[src/design/acq_pkg.sv]
//////////////////////////////////////////////////////////////////////////////
//////////////////////////////////////////////////////////////////////////////
package acq_pkg;

  // Widths and sizes.
  localparam int ACQ_DATA_W     = 16;
  localparam int ACQ_FIFO_DEPTH = 16;
  localparam int ACQ_MAX_CH     = 16;
  localparam int ACQ_CH_W       = 4;
  localparam int ACQ_CNT_W      = 24;
  localparam int ACQ_DIV_W      = 16;
  localparam int ACQ_RANGE_W    = 2;
  localparam int ACQ_NPIN       = 5;
  localparam int ACQ_DMA_THRESH = 8;

  // Positions of the synchronised pins.
  localparam int ACQ_PIN_PACE   = 0;
  localparam int ACQ_PIN_START  = 1;
  localparam int ACQ_PIN_REF    = 2;
  localparam int ACQ_PIN_PAUSE  = 3;
  localparam int ACQ_PIN_ANALOG = 4;

  // Values after reset.
  localparam logic [ACQ_RANGE_W-1:0] ACQ_RST_RANGE = 2'h0;
  localparam logic [ACQ_CH_W-1:0]    ACQ_RST_CHAN  = 4'h0;

  typedef logic [ACQ_RANGE_W-1:0] acq_range_type;

  typedef enum logic [2:0] {
    ACQ_IDLE,
    ACQ_WAIT_TRIG,
    ACQ_RUN,
    ACQ_SETTLE,
    ACQ_CONV
  } acq_state_type;

  // Static configuration held by the host while an acquisition runs.
  typedef struct packed {
    logic                 hw_timed;
    logic                 continuous;
    logic                 ext_pacing;
    logic                 buffered;
    logic                 dma_mode;
    logic                 start_trig_en;
    logic                 ref_trig_en;
    logic                 pause_trig_en;
    logic                 start_analog;
    logic                 ref_analog;
    logic                 pause_analog;
    logic [ACQ_CNT_W-1:0] sample_count;
    logic [ACQ_DIV_W-1:0] pacing_div;
    logic [ACQ_CH_W-1:0]  scan_last;
  } acq_cfg_type;

  // Status flags shown to the host.
  typedef struct packed {
    logic busy;
    logic done;
    logic overflow;
    logic config_err;
    logic ref_seen;
    logic xfer_req;
  } acq_status_type;

endpackage : acq_pkg

[src/design/acq_sequencer.sv]
`timescale 1ns/1ps
module acq_sequencer #(
  parameter int DATA_W     = acq_pkg::ACQ_DATA_W,
  parameter int FIFO_DEPTH = acq_pkg::ACQ_FIFO_DEPTH,
  parameter int NCH        = acq_pkg::ACQ_MAX_CH,
  parameter bit HAS_ANALOG = 1'b1
) (
  input  wire logic                    mclk,           // System clock.
  input  wire logic                    rstn,           // Sync reset, low.
  input  wire acq_pkg::acq_cfg_type    cfg,            // Configuration.
  input  wire acq_pkg::acq_range_type  range_tab [NCH],// Range per channel.
  input  wire logic                    arm,            // Start paced run.
  input  wire logic                    stop,           // Stop the run.
  input  wire logic                    sw_convert,     // One conversion.
  input  wire logic                    clr_overflow,   // Clear overflow.
  input  wire logic                    pacing_pin,     // External pacing.
  input  wire logic                    start_pin,      // Digital start.
  input  wire logic                    ref_pin,        // Digital reference.
  input  wire logic                    pause_pin,      // Digital pause.
  input  wire logic                    analog_cmp_pin, // Analog comparator.
  output logic                         conv_start_q,   // Converter start.
  input  wire logic                    conv_valid,     // Converter result.
  input  wire logic [DATA_W-1:0]       conv_data,      // Converter word.
  output logic [acq_pkg::ACQ_CH_W-1:0] chan_sel_q,     // Mux channel.
  output acq_pkg::acq_range_type       pga_range_q,    // Amplifier range.
  output logic [DATA_W-1:0]            data_q,         // Sample to host.
  output logic                         data_valid_q,   // Sample present.
  input  wire logic                    host_ready,     // Host takes sample.
  output acq_pkg::acq_status_type      status_q        // Status flags.
);
  import acq_pkg::*;

  localparam int LW = $clog2(FIFO_DEPTH + 1);

  // Channel numbers must fit their field and the data must be at least one bit wide.
  if ((NCH < 1) || (NCH > (1 << ACQ_CH_W)) || (DATA_W < 1)) begin : g_bad
    $error("acq_sequencer: NCH or DATA_W out of range");
  end

  typedef struct packed {
    acq_state_type         st;
    logic [ACQ_NPIN-1:0]   sync1;
    logic [ACQ_NPIN-1:0]   sync2;
    logic [ACQ_NPIN-1:0]   sync3;
    logic [ACQ_NPIN-1:0]   lvl;
    logic [ACQ_DIV_W-1:0]  div_cnt;
    logic [ACQ_CH_W-1:0]   chan;
    logic [ACQ_CNT_W-1:0]  samples;
    logic                  tick_pend;
    logic                  conv_start;
    logic [ACQ_CH_W-1:0]   chan_sel;
    acq_range_type         range;
    logic [DATA_W-1:0]     data;
    logic                  data_valid;
    acq_status_type        status;
  } acq_seq_st_type;

  acq_seq_st_type      r_q;
  acq_seq_st_type      r_d;
  logic [ACQ_NPIN-1:0] pins;
  logic [ACQ_NPIN-1:0] rise;
  logic                start_rise;
  logic                ref_rise;
  logic                pause_lvl;
  logic                pace_tick;
  logic                fifo_in_valid;
  logic                fifo_in_ready;
  logic                fifo_out_valid;
  logic                fifo_out_ready;
  logic [DATA_W-1:0]   fifo_out_data;
  logic [LW-1:0]       fifo_level;
  logic                last_sample;
  logic                counting;

  assign pins = {analog_cmp_pin, pause_pin, ref_pin, start_pin, pacing_pin};

  //////////////////////////////////////////////////////////////////////////////
  // Sample store between converter and host.
  //////////////////////////////////////////////////////////////////////////////

  // Converter words enter here; a full store is overwritten.
  assign fifo_in_valid  = (r_q.st == ACQ_CONV) & conv_valid;
  // The output register refills whenever it is empty or being taken.
  assign fifo_out_ready = ~r_q.data_valid | host_ready;

  acq_fifo #(
    .W     (DATA_W),
    .DEPTH (FIFO_DEPTH)
  ) u_fifo (
    .mclk      (mclk),
    .rstn      (rstn),
    .in_valid  (fifo_in_valid),
    .in_ready  (fifo_in_ready),
    .force_wr  (1'b1),
    .in_data   (conv_data),
    .out_valid (fifo_out_valid),
    .out_ready (fifo_out_ready),
    .out_data  (fifo_out_data),
    .level     (fifo_level)
  );

  //////////////////////////////////////////////////////////////////////////////
  // Next-state logic.
  //////////////////////////////////////////////////////////////////////////////

  // Computes every register's next value from the current state.
  always_comb begin
    r_d = r_q;
    r_d.conv_start = 1'b0;

    // Pins pass three flops; a level changes once stages two and three agree.
    r_d.sync1 = pins;
    r_d.sync2 = r_q.sync1;
    r_d.sync3 = r_q.sync2;
    for (int i = 0; i < ACQ_NPIN; i++) begin
      if (r_q.sync2[i] == r_q.sync3[i]) begin
        r_d.lvl[i] = r_q.sync3[i];
      end
    end
    rise = r_d.lvl & ~r_q.lvl;

    // Each action picks digital or, where fitted, the analog comparator.
    start_rise = (HAS_ANALOG && cfg.start_analog) ? rise[ACQ_PIN_ANALOG]
                                                  : rise[ACQ_PIN_START];
    ref_rise   = (HAS_ANALOG && cfg.ref_analog) ? rise[ACQ_PIN_ANALOG]
                                                : rise[ACQ_PIN_REF];
    pause_lvl  = cfg.pause_trig_en &
                 ((HAS_ANALOG && cfg.pause_analog) ? r_d.lvl[ACQ_PIN_ANALOG]
                                                   : r_d.lvl[ACQ_PIN_PAUSE]);

    // Pacing edges come from the divider or the external pin; a pause
    // freezes both so no new tick is raised, though a tick already pending is still sampled and counted.
    pace_tick = 1'b0;
    if (r_q.status.busy && !pause_lvl) begin
      if (cfg.ext_pacing) begin
        pace_tick = rise[ACQ_PIN_PACE];
      end else if (r_q.div_cnt >= cfg.pacing_div) begin
        pace_tick  = 1'b1;
        r_d.div_cnt = '0;
      end else begin
        r_d.div_cnt = r_q.div_cnt + 1'b1;
      end
    end
    if (pace_tick && (r_q.st != ACQ_WAIT_TRIG)) begin
      r_d.tick_pend = 1'b1;
    end

    // Post-reference samples only count once the reference has been seen.
    counting    = ~cfg.ref_trig_en | r_q.status.ref_seen;
    last_sample = ~cfg.continuous & counting &
                  (r_q.samples + 1'b1 >= cfg.sample_count);

    case (r_q.st)
      ACQ_IDLE: begin
        r_d.tick_pend = 1'b0;
        if (arm && cfg.hw_timed) begin
          if (cfg.ref_trig_en && cfg.continuous) begin
            r_d.status.config_err = 1'b1;
          end else begin
            r_d.status.config_err = 1'b0;
            r_d.status.busy       = 1'b1;
            r_d.status.done       = 1'b0;
            r_d.status.ref_seen   = 1'b0;
            r_d.samples           = '0;
            r_d.chan              = ACQ_RST_CHAN;
            r_d.div_cnt           = '0;
            r_d.st = cfg.start_trig_en ? ACQ_WAIT_TRIG : ACQ_RUN;
          end
        end else if (sw_convert && !cfg.hw_timed && fifo_in_ready) begin
          // One command, one conversion, no trigger involved.
          r_d.chan_sel = r_q.chan;
          r_d.range    = range_tab[r_q.chan];
          r_d.st       = ACQ_SETTLE;
        end
      end
      ACQ_WAIT_TRIG: begin
        r_d.div_cnt = '0;
        if (start_rise) begin
          r_d.st = ACQ_RUN;
        end
      end
      ACQ_RUN: begin
        if (r_q.tick_pend) begin
          r_d.tick_pend = pace_tick;
          r_d.chan_sel  = r_q.chan;
          r_d.range     = range_tab[r_q.chan];
          r_d.st        = ACQ_SETTLE;
        end
      end
      ACQ_SETTLE: begin
        // Range is on the amplifier one cycle before the start pulse.
        r_d.conv_start = 1'b1;
        r_d.st         = ACQ_CONV;
      end
      ACQ_CONV: begin
        if (conv_valid) begin
          r_d.chan = (r_q.chan >= cfg.scan_last) ? ACQ_RST_CHAN
                                                 : r_q.chan + 1'b1;
          if (!r_q.status.busy) begin
            r_d.st = ACQ_IDLE;
          end else if (last_sample) begin
            r_d.status.busy = 1'b0;
            r_d.status.done = 1'b1;
            r_d.st          = ACQ_IDLE;
          end else begin
            if (counting && !cfg.continuous) begin
              r_d.samples = r_q.samples + 1'b1;
            end
            r_d.st = ACQ_RUN;
          end
        end
      end
      default: begin
        r_d.st = ACQ_IDLE;
      end
    endcase

    // Reference point is marked once per run, paced runs only.
    if (r_q.status.busy && cfg.ref_trig_en && (r_q.st != ACQ_WAIT_TRIG) &&
        ref_rise) begin
      r_d.status.ref_seen = 1'b1;
    end

    // A host stop ends any paced run; a conversion in flight is dropped.
    if (stop && r_q.status.busy) begin
      r_d.status.busy = 1'b0;
      r_d.tick_pend   = 1'b0;
      r_d.conv_start  = 1'b0;
      r_d.st          = ACQ_IDLE;
    end

    // Overflow is sticky; a new overflow beats a clear in the same cycle.
    if (clr_overflow) begin
      r_d.status.overflow = 1'b0;
    end
    // A word leaving in the same cycle makes room, so nothing is lost then.
    if (fifo_in_valid && !fifo_in_ready &&
        !(fifo_out_valid && fifo_out_ready)) begin
      r_d.status.overflow = 1'b1;
    end

    // Output register toward the host.
    if (fifo_out_ready) begin
      r_d.data_valid = fifo_out_valid;
      if (fifo_out_valid) begin
        r_d.data = fifo_out_data;
      end
    end

    // Transfer request: block-wise for DMA, per word for interrupts.
    if (!cfg.buffered) begin
      r_d.status.xfer_req = 1'b0;
    end else if (cfg.dma_mode) begin
      r_d.status.xfer_req = (fifo_level >= LW'(ACQ_DMA_THRESH)) |
                            ((fifo_level != '0) & ~r_d.status.busy);
    end else begin
      r_d.status.xfer_req = (fifo_level != '0);
    end
  end

  //////////////////////////////////////////////////////////////////////////////
  // State register and outputs.
  //////////////////////////////////////////////////////////////////////////////

  // Registers all state at once.
  always_ff @(posedge mclk) begin
    if (!rstn) begin
      r_q       <= '0;
      r_q.st    <= ACQ_IDLE;
      r_q.range <= ACQ_RST_RANGE;
      r_q.chan  <= ACQ_RST_CHAN;
    end else begin
      r_q <= r_d;
    end
  end

  // Every output is a field of the state register.
  assign conv_start_q = r_q.conv_start;
  assign chan_sel_q   = r_q.chan_sel;
  assign pga_range_q  = r_q.range;
  assign data_q       = r_q.data;
  assign data_valid_q = r_q.data_valid;
  assign status_q     = r_q.status;

endmodule : acq_sequencer

[src/design/acq_fifo.sv]
`timescale 1ns/1ps
module acq_fifo #(
  parameter int W     = 16,
  parameter int DEPTH = 16
) (
  input  wire logic                       mclk,      // System clock.
  input  wire logic                       rstn,      // Sync reset, low.
  input  wire logic                       in_valid,  // Word offered.
  output logic                            in_ready,  // Room for a word.
  input  wire logic                       force_wr,  // Overwrite if full.
  input  wire logic [W-1:0]               in_data,   // Word to store.
  output logic                            out_valid, // Word available.
  input  wire logic                       out_ready, // Drain side takes.
  output logic [W-1:0]                    out_data,  // Oldest word.
  output logic [$clog2(DEPTH+1)-1:0]      level      // Words held.
);
  import acq_pkg::*;

  localparam int AW = $clog2(DEPTH);

  typedef struct packed {
    logic [DEPTH-1:0][W-1:0] mem;
    logic [AW-1:0]           wr;
    logic [AW-1:0]           rd;
    logic [AW:0]             cnt;
  } acq_fifo_st_type;

  acq_fifo_st_type r_q;
  acq_fifo_st_type r_d;
  logic            push;
  logic            pop;
  logic            drop;

  // Pointer arithmetic wraps, so the depth must be a power of two.
  if ((DEPTH < 2) || (DEPTH != (1 << AW)) || (W < 1)) begin : g_bad
    $error("acq_fifo: DEPTH must be a power of two of at least 2");
  end

  assign in_ready  = (r_q.cnt != (AW+1)'(DEPTH));
  assign out_valid = (r_q.cnt != '0);
  assign out_data  = r_q.mem[r_q.rd];
  assign level     = r_q.cnt;

  // A forced write into a full store discards the oldest word.
  always_comb begin
    push = in_valid & (in_ready | force_wr);
    pop  = out_valid & out_ready;
    drop = push & ~in_ready & ~pop;
    r_d  = r_q;
    if (push) begin
      r_d.mem[r_q.wr] = in_data;
      r_d.wr          = r_q.wr + 1'b1;
    end
    if (pop | drop) begin
      r_d.rd = r_q.rd + 1'b1;
    end
    if (push & ~pop & ~drop) begin
      r_d.cnt = r_q.cnt + 1'b1;
    end else if (pop & ~push) begin
      r_d.cnt = r_q.cnt - 1'b1;
    end
  end

  // State register.
  always_ff @(posedge mclk) begin
    if (!rstn) begin
      r_q <= '0;
    end else begin
      r_q <= r_d;
    end
  end

endmodule : acq_fifo

[config.mk]
export PLATFORM = sky130hd
export DESIGN_NAME = acq_sequencer
export DESIGN_NICKNAME = d
export VERILOG_FILES = /design/src/design/acq_pkg.sv /design/src/design/acq_sequencer.sv /design/src/design/acq_fifo.sv
export SDC_FILE = /design/constraint.sdc
export NUM_CORES = 1
export LEC_CHECK = 0
export ABC_AREA = 1
export BUFFER_PORTS_ARGS = -buffer_cell sky130_fd_sc_hd__buf_2
export CAP_MARGIN = 20
export CORE_ASPECT_RATIO = 1.75
export CORE_MARGIN = 1
export CORE_UTILIZATION = 57
export CTS_BUF_LIST = sky130_fd_sc_hd__clkbuf_4
export CTS_CLUSTER_SIZE = 25
export DETAILED_ROUTE_END_ITERATION = 8
export PLACE_DENSITY = 0.8
export SLEW_MARGIN = 20
export SYNTH_ARGS = -nofsm -noshare
export SYNTH_HDL_FRONTEND = slang
export SYNTH_HIERARCHICAL = 1
export SYNTH_SLANG_ARGS = --single-unit
[constraint.sdc]
create_clock -name mclk -period 2.4 [get_ports mclk]
set_input_delay 0.36 -clock mclk [delete_from_list [all_inputs] [get_ports mclk]]
set_output_delay 0.36 -clock mclk [all_outputs]
set_load 0.01 [all_outputs]
# Word-level counts from Yosys, hierarchy flattened
# Index checks and enable logic that the tools add are counted.
[totals] reg_bits=367 inputBits=116 output_inout_bits=30 elab_cells=210
[op_classes] n_addsub=7 magnitude_cmp=8 n_eq_ne=25 n_mux=66 bitwise=27 reduce_logical=38
[op_table] operator="$bwmux 256" count=1
[op_table] operator="$mux 44" count=2
[op_table] operator="$mux 16" count=5
[op_table] operator="$mux 24" count=3
[op_table] operator="$bmux 16 s4" count=1
[op_table] operator="$demux 16 s4" count=1
[op_table] operator="$pmux 28 s2" count=1
[op_table] operator="$pmux 16 s2" count=1
[op_table] operator="$mux 28" count=1
[op_table] operator="$add 24x1->24 const B" count=1
[op_table] operator="$ge 24x24->1" count=1
[op_table] operator="$mux 1" count=23
[op_table] operator="$mux 2" count=10
[op_table] operator="$ne 2x2->1 const B" count=10
[op_table] operator="$mux 3" count=6
[op_table] operator="$mux 6" count=3
[op_table] operator="$add 16x1->16 const B" count=1
[op_table] operator="$ge 16x16->1" count=1
[op_table] operator="$logic_and 1x1->1" count=15
[op_table] operator="$pmux 3 s5" count=1
[op_table] operator="$add 4x1->4 const B" count=3
[op_table] operator="$pmux 6 s2" count=1
[op_table] operator="$reduce_bool 2->1" count=6
[op_table] operator="$and 1x1->1" count=11
[op_table] operator="35 further kinds" count=62

# Depth between registers and ports, before layout
# Gate-level depths: netlist of the first run.
[depth] depth_word=13 mapped_depth=22

# Modules after synthesis
# The synthesis of the first run kept the hierarchy.
[by_module_without_submodules] mod="acq_fifo" instances=1 cells_each=1698 area_each_um2=12404.4 seq_area_each_um2=5385.2
[by_module_without_submodules] mod="acq_sequencer" instances=1 cells_each=954 area_each_um2=6478.7 seq_area_each_um2=1961.9

# Least setup slack after synthesis of the first run
# No wires, ideal clock.
[synth_timing] path_kind="register -> register" start="reg r_q[34] (netlist name)" end="reg r_q[31] (netlist name)" setup_ns=0.113 arrival_ns=2.584 required_time_ns=2.287 slack_ns=-0.297 stages_incl_launch_ff=18 n_path_buf=1 synth_period_minus_slack_ns=2.697 cell_sequence="dfxtp_1 inv_1 nor3_2 nand2_1 nor3_2 xnor2_1 clkinv_1 ha_1 nand2_1 nor2_1 a21boi_0 nor2_1 nand3_2 o21ai_4 nand3_4 buf_4 nor2_1 nor2_1"

==> results of run 1 <==
-- sequential cells by signal (all words and copies together) (netlist names) --
register / cells
data_valid_q: 1
data_q: 16
pga_range_q: 2
status_q: 6
chan_sel_q: 4
u_fifo/r_q: 264
u_fifo/level: 5
r_d: 10
conv_start_q: 1
r_q: 58
-- where the power goes --
| group | total, W | leakage [nW] | switching, W | internal (W) |
|---|---|---|---|---|
| Sequential | 0.00659 | 2.98 | 0.000212 | 0.00638 |
| Combinational | 0.00507 | 5.60 | 0.00340 | 0.00167 |
| Clock | 0.00524 | 0.656 | 0.00245 | 0.00279 |
-- area by class of cell --
class                   count  area [um^2]  area share, %
well taps                 400          500           2.28
inverters                 307         1160           5.31
multi-input cells        1766         9490           43.3
diodes                      5         12.5         0.0571
clock buffers             125          938           4.28
clock inverters            18          174          0.794
repair buffers            313         2240           10.2
flip-flops and latches    367         7380           33.7
-- metal layers --
metal	vias up	share of wire (%)	GRT usage, %
li1	9245	-	-
met1	8888	35	35.4
met2	1048	50	60.6
met3	310	7.9	5.82
met4	2	7.0	24.7
met5	-	0.031	0
-- worst max-delay path: cells and delay by family, from the launching register on --
family                     cells  cell delay, ns
AOI/OAI and AO/OA              4            0.68
DFF                            1            0.38
and+or+nand+nor                7            1.08
xor gates and xnor gates       1            0.15
adders and majority gates      1            0.25
buffers and inverters          3            0.40
-- metrics by stage --
| stage | cells | util [%] |
|---|---|---|
| after floorplan | 2652 | - |
| after global placement | 3100 | 61.7 |
| after detailed placement | 3100 | 61.7 |
| after CTS | 3292 | 67.0 |
| after global routing | 3301 | 67.5 |
| final | 3301 | 67.5 |
-- final timing paths --
path | cells past startpoint | start | slack [ns] | to
worst max-delay path | 16 | r_q[44]$_SDFFE_PN0P_ | -0.66 | r_q[53]$_SDFFE_PN0P_
worst min-delay path | 4 | cfg[49] | 0.03 | r_q[95]$_SDFFE_PP0P_
worst max register to register | 16 | r_q[44]$_SDFFE_PN0P_ | -0.66 | r_q[53]$_SDFFE_PN0P_
worst min register to register | 2 | r_d[89]$_SDFF_PN0_ | 0.43 | r_d[84]$_SDFF_PN0_
-- kinds of logic (layout without fill, tap and decap cells) --
| group | Yosys count | count (layout) | share of synthesized area [%] |
|---|---|---|---|
| AOI/OAI and AO/OA | 817 | 817 | 22.2 |
| DFF | 367 | 367 | 38.9 |
| other | 1 | 6 | 0.0199 |
| adders and majority gates | 57 | 57 | 3.82 |
| xor gates and xnor gates | 29 | 29 | 1.42 |
| and+or+nand+nor | 859 | 862 | 21.1 |
| buffers and inverters | 522 | 763 | 12.5 |
-- placed cells by master (no fill, tap or decap), types with 13 or more instances in the layout --
master,Yosys,routed
nor2_1,160,148
nand2_4,17,20
clkbuf_4,0,125
nand4_1,36,36
nand2_2,7,22
buf_2,28,144
nor2_2,14,23
buf_4,61,120
inv_1,291,287
clkinv_1,5,16
xor2_1,22,21
nand2_1,323,305
dfxtp_2,0,13
dlygate4sd3_1,0,32
ha_1,56,53
a21oi_1,460,453
dfxtp_1,367,349
o21ai_0,306,306
nand3_1,264,261
-- repair_timing --
action                     4_1_cts  5_1_grt
hold buffers                    32        0
cloned                           3        0
buffers inserted                15        4
gates resized for setup         33       31
setup endpoints to repair       29       31
pin swaps                       27       21
hold endpoints to repair       137        0
==> run_results.csv, run 1 <==
group,metric,value,unit
yosys,netlist_top_cells_count,"460 x a21oi_1, 367 x dfxtp_1, 323 x nand2_1, 306 x o21ai_0, 291 x inv_1",
setup_path,cp-start-kind,"register",
setup_path,max_stage_delay,0.38,ns
grt,first_global_vias,18900,
layout,syn_to_final_growth,16.0,%
job,drv_cap,0,
cts,numCtsBuffers,83,
placement,hpwl,36.8,mm
power_and_ir_drop,powerDensity,771,nW/um^2
drt,drtIter0Drc,1795,
die,boundaryPins,146,
yosys,synth_area_leader_cell,"dfxtp_1",
drt,remaining_drc_errors,0,
outcome,run_status,"finished, violations left",
drt,drt_first_pass_iters,8,
placement,dp_worst_setup_slack,-0.587,ns
sta,worst_pin_slew,1.03,ns
die,die_w,140,um
grt,antenna_found_initial,6,
yosys,synth_top_cell_area_share,38.9,%
layout,fin_nets,3011,
cts,htreeDepth,3,
yosys,netlist_instances,2652,
sta,post-route-min-period,3.06,ns
sta,setup_violations,28,
drt,routed_wl,58.5,mm
power_and_ir_drop,leakagePower,9.23,nW
sta,fin_crit_sh,127,%
sta,finalHoldViolations,0,
setup_path,crit_type,"register to register",
setup_path,cp_slowest_cell,"dfxtp_1",
cts,clk_path_buf_depth,3,
die,fp.coreArea,32400,um^2
placement,place_congestion,0.898,
power_and_ir_drop,total_power,0.0169,W
setup_path,critical_path_required,3.10,ns
yosys,synthesis.area,18900,um^2
yosys,synth_nets,2825,
layout,n_fill_cell,2683,
sta,drv_slew,0,
yosys,synth.most_common_cell,"a21oi_1",
setup_path,path_cells,"nand2_1 -> nor2_2 -> nand2_1 -> nor3_4 -> xnor2_2 -> clkinv_2 -> ha_4 -> a21oi_1 -> o21ai_0 -> nor2_2 -> nand3_2 -> o21ai_4 -> buf_4 -> buf_8 -> nand4_1 -> a21oi_2",
die,dieHeight,243,um
yosys,synth_area_leaders,"dfxtp_1 39%, a21oi_1 12%, o21ai_0 8.1%, nand3_1 7.0%, nand2_1 6.4%",
layout,design_area,21900,um^2
yosys,yosysSeqAreaShare,38.9,%
setup_path,end_kind,"register",
grt,overflow,0,
yosys,synth-seq-cells,367,
die,start_util,58.2,%
yosys,yosysWarnings,6,
power_and_ir_drop,peakVddDrop,678,uV
sta,max_freq,327,MHz
sta,finalClockSkew,0.0694,ns
cts,clk_pin_slew,0.08,ns
grt,grt_start_max_net_pins,88,
drt,routedWlPerCell,17.7,um
cts,cts_tree,"yes",
drt,via_count,19500,
sta,setup_slack,-0.659,ns
grt,grt_usage,33.8,%
placement,place_area,20000,um^2
yosys,synth_edf_count,0,
setup_path,path_max_fanout,13,
cts,clock-sinks,367,
yosys,syn_avg_cell_area,7.12,um^2
yosys,ys_types,52,
sta,timing.hold.ws,0.0293,ns
cts,cts_root_buffer,"clkbuf_4",
drt,ant_nets,0,
placement,portBuffers,145,
yosys,synth-main-ff-cell,"dfxtp_1",
sta,setup_tns,-16.79,ns
drt,viasPerCell,5.91,
setup_path,crit_arrival,3.76,ns
outcome,violations,"setup timing",
sta,rsz0062_at_grt,"true",
grt,grt_pass1_wl,91.8,mm
yosys,async_flop_share,0,%
die,die_area,33900,um^2
worst_hold_path,hold_class,"input port to register",
layout,layout-drive-gt1-share,19.2,%
cts,insertion_delay,0.82,ns
die,rows,87,
sta,slew_headroom,31.1,%
Note: power is estimated with default switching activity, not from simulation.
==> inputs of run 2 (changes only) <==
--- a/config.mk
+++ b/config.mk
@@ -15,6 +15,7 @@
 export CTS_CLUSTER_SIZE = 25
 export DETAILED_ROUTE_END_ITERATION = 8
 export PLACE_DENSITY = 0.8
+export SKIP_LAST_GASP = 1
 export SLEW_MARGIN = 20
 export SYNTH_ARGS = -nofsm -noshare
 export SYNTH_HDL_FRONTEND = slang
==> run_results.csv, run 2 (synthesis gave the netlist of run 1 again) <==
group,metric,value,unit
job,drv_cap,0,
worst_hold_path,whs_endpoint,"r_q[95]$_SDFFE_PP0P_",
sta,worst_pin_slew,1.02,ns
grt,first_global_vias,19000,
grt,grt_usage,33.8,%
placement,portBuffers,145,
layout,n_fill_cell,2683,
sta,drv_slew,0,
power_and_ir_drop,switchingPower,0.00605,W
power_and_ir_drop,peakVddDrop,679,uV
cts,clk_path_buf_depth,3,
setup_path,cp-start-kind,"register",
cts,cts_tree,"yes",
placement,dp_worst_setup_slack,-0.587,ns
drt,ant_nets,0,
sta,finalHoldViolations,0,
setup_path,rrSetupSlack,-0.67,ns
drt,routed_wl,58.5,mm
grt,antenna_found_initial,6,
die,boundaryPins,146,
setup_path,timing.rr.start,"r_q[35]$_SDFFE_PN0P_",
cts,cts_root_buffer,"clkbuf_4",
sta,max_freq,325,MHz
die,fp.coreArea,32400,um^2
setup_path,crit_arrival,3.76,ns
outcome,run_status,"finished, violations left",
layout,design_area,21900,um^2
power_and_ir_drop,p_sw_share,35.8,%
layout,final_common_cell,"a21oi_1",
drt,via_count,19500,
power_and_ir_drop,seq_power_share,39.0,%
cts,htreeDepth,3,
sta,fin_crit_sh,128,%
setup_path,rr_endpoint,"r_q[53]$_SDFFE_PN0P_",
drt,routedWlPerCell,17.7,um
power_and_ir_drop,powerDensity,771,nW/um^2
layout,multiInputGateArea,9490,um^2
placement,place_congestion,0.898,
layout,largest_reg_flops,264,
cts,numCtsBuffers,83,
setup_path,crit_type,"register to register",
sta,rsz0062_at_grt,"true",
setup_path,end_kind,"register",
power_and_ir_drop,power_frac_comb,30.0,%
power_and_ir_drop,clkPwrFrac,31.0,%
cts,clock-sinks,367,
drt,viasPerCell,5.91,
layout,regMostFlops,"u_fifo/r_q",
setup_path,r2r_cells,20,
drt,drt_first_pass_iters,8,
placement,place_area,20000,um^2
outcome,violations,"setup timing",
cts,clk_pin_slew,0.08,ns
die,start_util,58.2,%
setup_path,path_max_fanout,13,
sta,setup_violations,28,
layout,final_cell_mix,"453 x a21oi_1, 349 x dfxtp_1, 306 x o21ai_0",
worst_hold_path,hold_class,"input port to register",
power_and_ir_drop,total_power,0.0169,W
sta,slew_headroom,31.8,%
worst_hold_path,min_delay_path_depth,4,
grt,grt_pass1_wl,91.8,mm
grt,overflow,0,
worst_hold_path,worstHoldStart,"cfg[49]",
layout,regArea,7380,um^2
power_and_ir_drop,power.internal,0.0108,W
drt,drtIter0Drc,1782,
power_and_ir_drop,leakagePower,9.23,nW
die,die_area,33900,um^2
drt,remaining_drc_errors,0,
sta,post-route-min-period,3.07,ns
layout,fin_nets,3011,
layout,layout-drive-gt1-share,19.2,%
sta,finalClockSkew,0.0641,ns
cts,insertion_delay,0.80,ns
sta,setup_slack,-0.675,ns
sta,setup_tns,-17.12,ns
die,rows,87,
die,dieHeight,243,um
die,die_w,140,um
grt,grt_start_max_net_pins,88,
layout,syn_to_final_growth,16.0,%
setup_path,critical_path_required,3.08,ns
placement,hpwl,36.8,mm
## run 2: cell counts in the layout (fill, tap and decap cells not counted)
Identical to the previous run, type by type.
## run 2: what timing repair did
item	CTS	global route
endpoints found under the setup margin	29	31
buffers inserted	15	4
gates cloned	3	0
endpoints found under the hold margin	137	0
gates resized for setup	32	31
pin swaps	26	21
hold buffers	32	0
## run 2: how the worst max path moves through the flow
stage / endpoint / from
floorplan: r_q[31]$_SDFFE_PN0P_ / r_q[37]$_SDFFE_PN0P_
detailed placement: r_q[32]$_SDFFE_PN0P_ / r_q[34]$_SDFFE_PN0P_
CTS: r_q[54]$_SDFFE_PN0P_ / r_q[34]$_SDFFE_PN0P_
global route: r_q[43]$_SDFFE_PN0P_ / r_q[34]$_SDFFE_PN0P_
global placement: r_q[31]$_SDFFE_PN0P_ / r_q[31]$_SDFFE_PN0P_
finish: r_q[53]$_SDFFE_PN0P_ / r_q[35]$_SDFFE_PN0P_
## run 2: cell type report
cell class / instances / share of cell area (%)
well taps: 400 / 2.28
inverters: 307 / 5.31
repair buffers: 313 / 10.2
clock buffers: 125 / 4.28
flip-flops and latches: 367 / 33.7
clock inverters: 18 / 0.794
multi-input cells: 1766 / 43.3
diodes: 5 / 0.0571
## run 2: power by group through the flow
stage | clock network [W] | registers, W | logic, W
floorplan | 0 | 0.00667 | 0.00348
global placement | 0 | 0.00670 | 0.00464
detailed placement | 0 | 0.00672 | 0.00475
CTS | 0.00530 | 0.00658 | 0.00488
global route | 0.00561 | 0.00662 | 0.00555
finish | 0.00523 | 0.00659 | 0.00507
## run 2: through the flow
step | hold WS (ns) | util, % | cells
finish | 0.0487 | 67.5 | 3301
global route | 0.0667 | 67.5 | 3301
CTS | 0.0102 | 67.0 | 3292
detailed placement | 0.409 | 61.7 | 3100
global placement | 0.400 | 61.7 | 3100
floorplan | 0.390 | - | 2652
## run 2: metal layers
metal	global-route usage [%]	vias to the layer above	wire length [um]
met5	0	-	18
met4	24.8	2	4010
met3	5.86	310	4680
met2	60.7	1037	29300
met1	35.3	8921	20500
li1	-	9236	-
## run 2: worst max-delay path, cell delays in order (launching register included)
cell,delay [ns]
dfxtp_2,0.37
inv_2,0.08
nor3_4,0.20
nand3_1,0.12
nor2_2,0.22
nand2_2,0.09
xor2_2,0.18
ha_1,0.30
nand2_1,0.09
nor2_1,0.05
nand2_1,0.13
nor2_1,0.06
nand2_1,0.07
nor2_2,0.04
inv_1,0.06
nand3_2,0.10
o21ai_4,0.23
buf_4,0.16
buf_8,0.14
nand4_1,0.12
a21oi_2,0.14
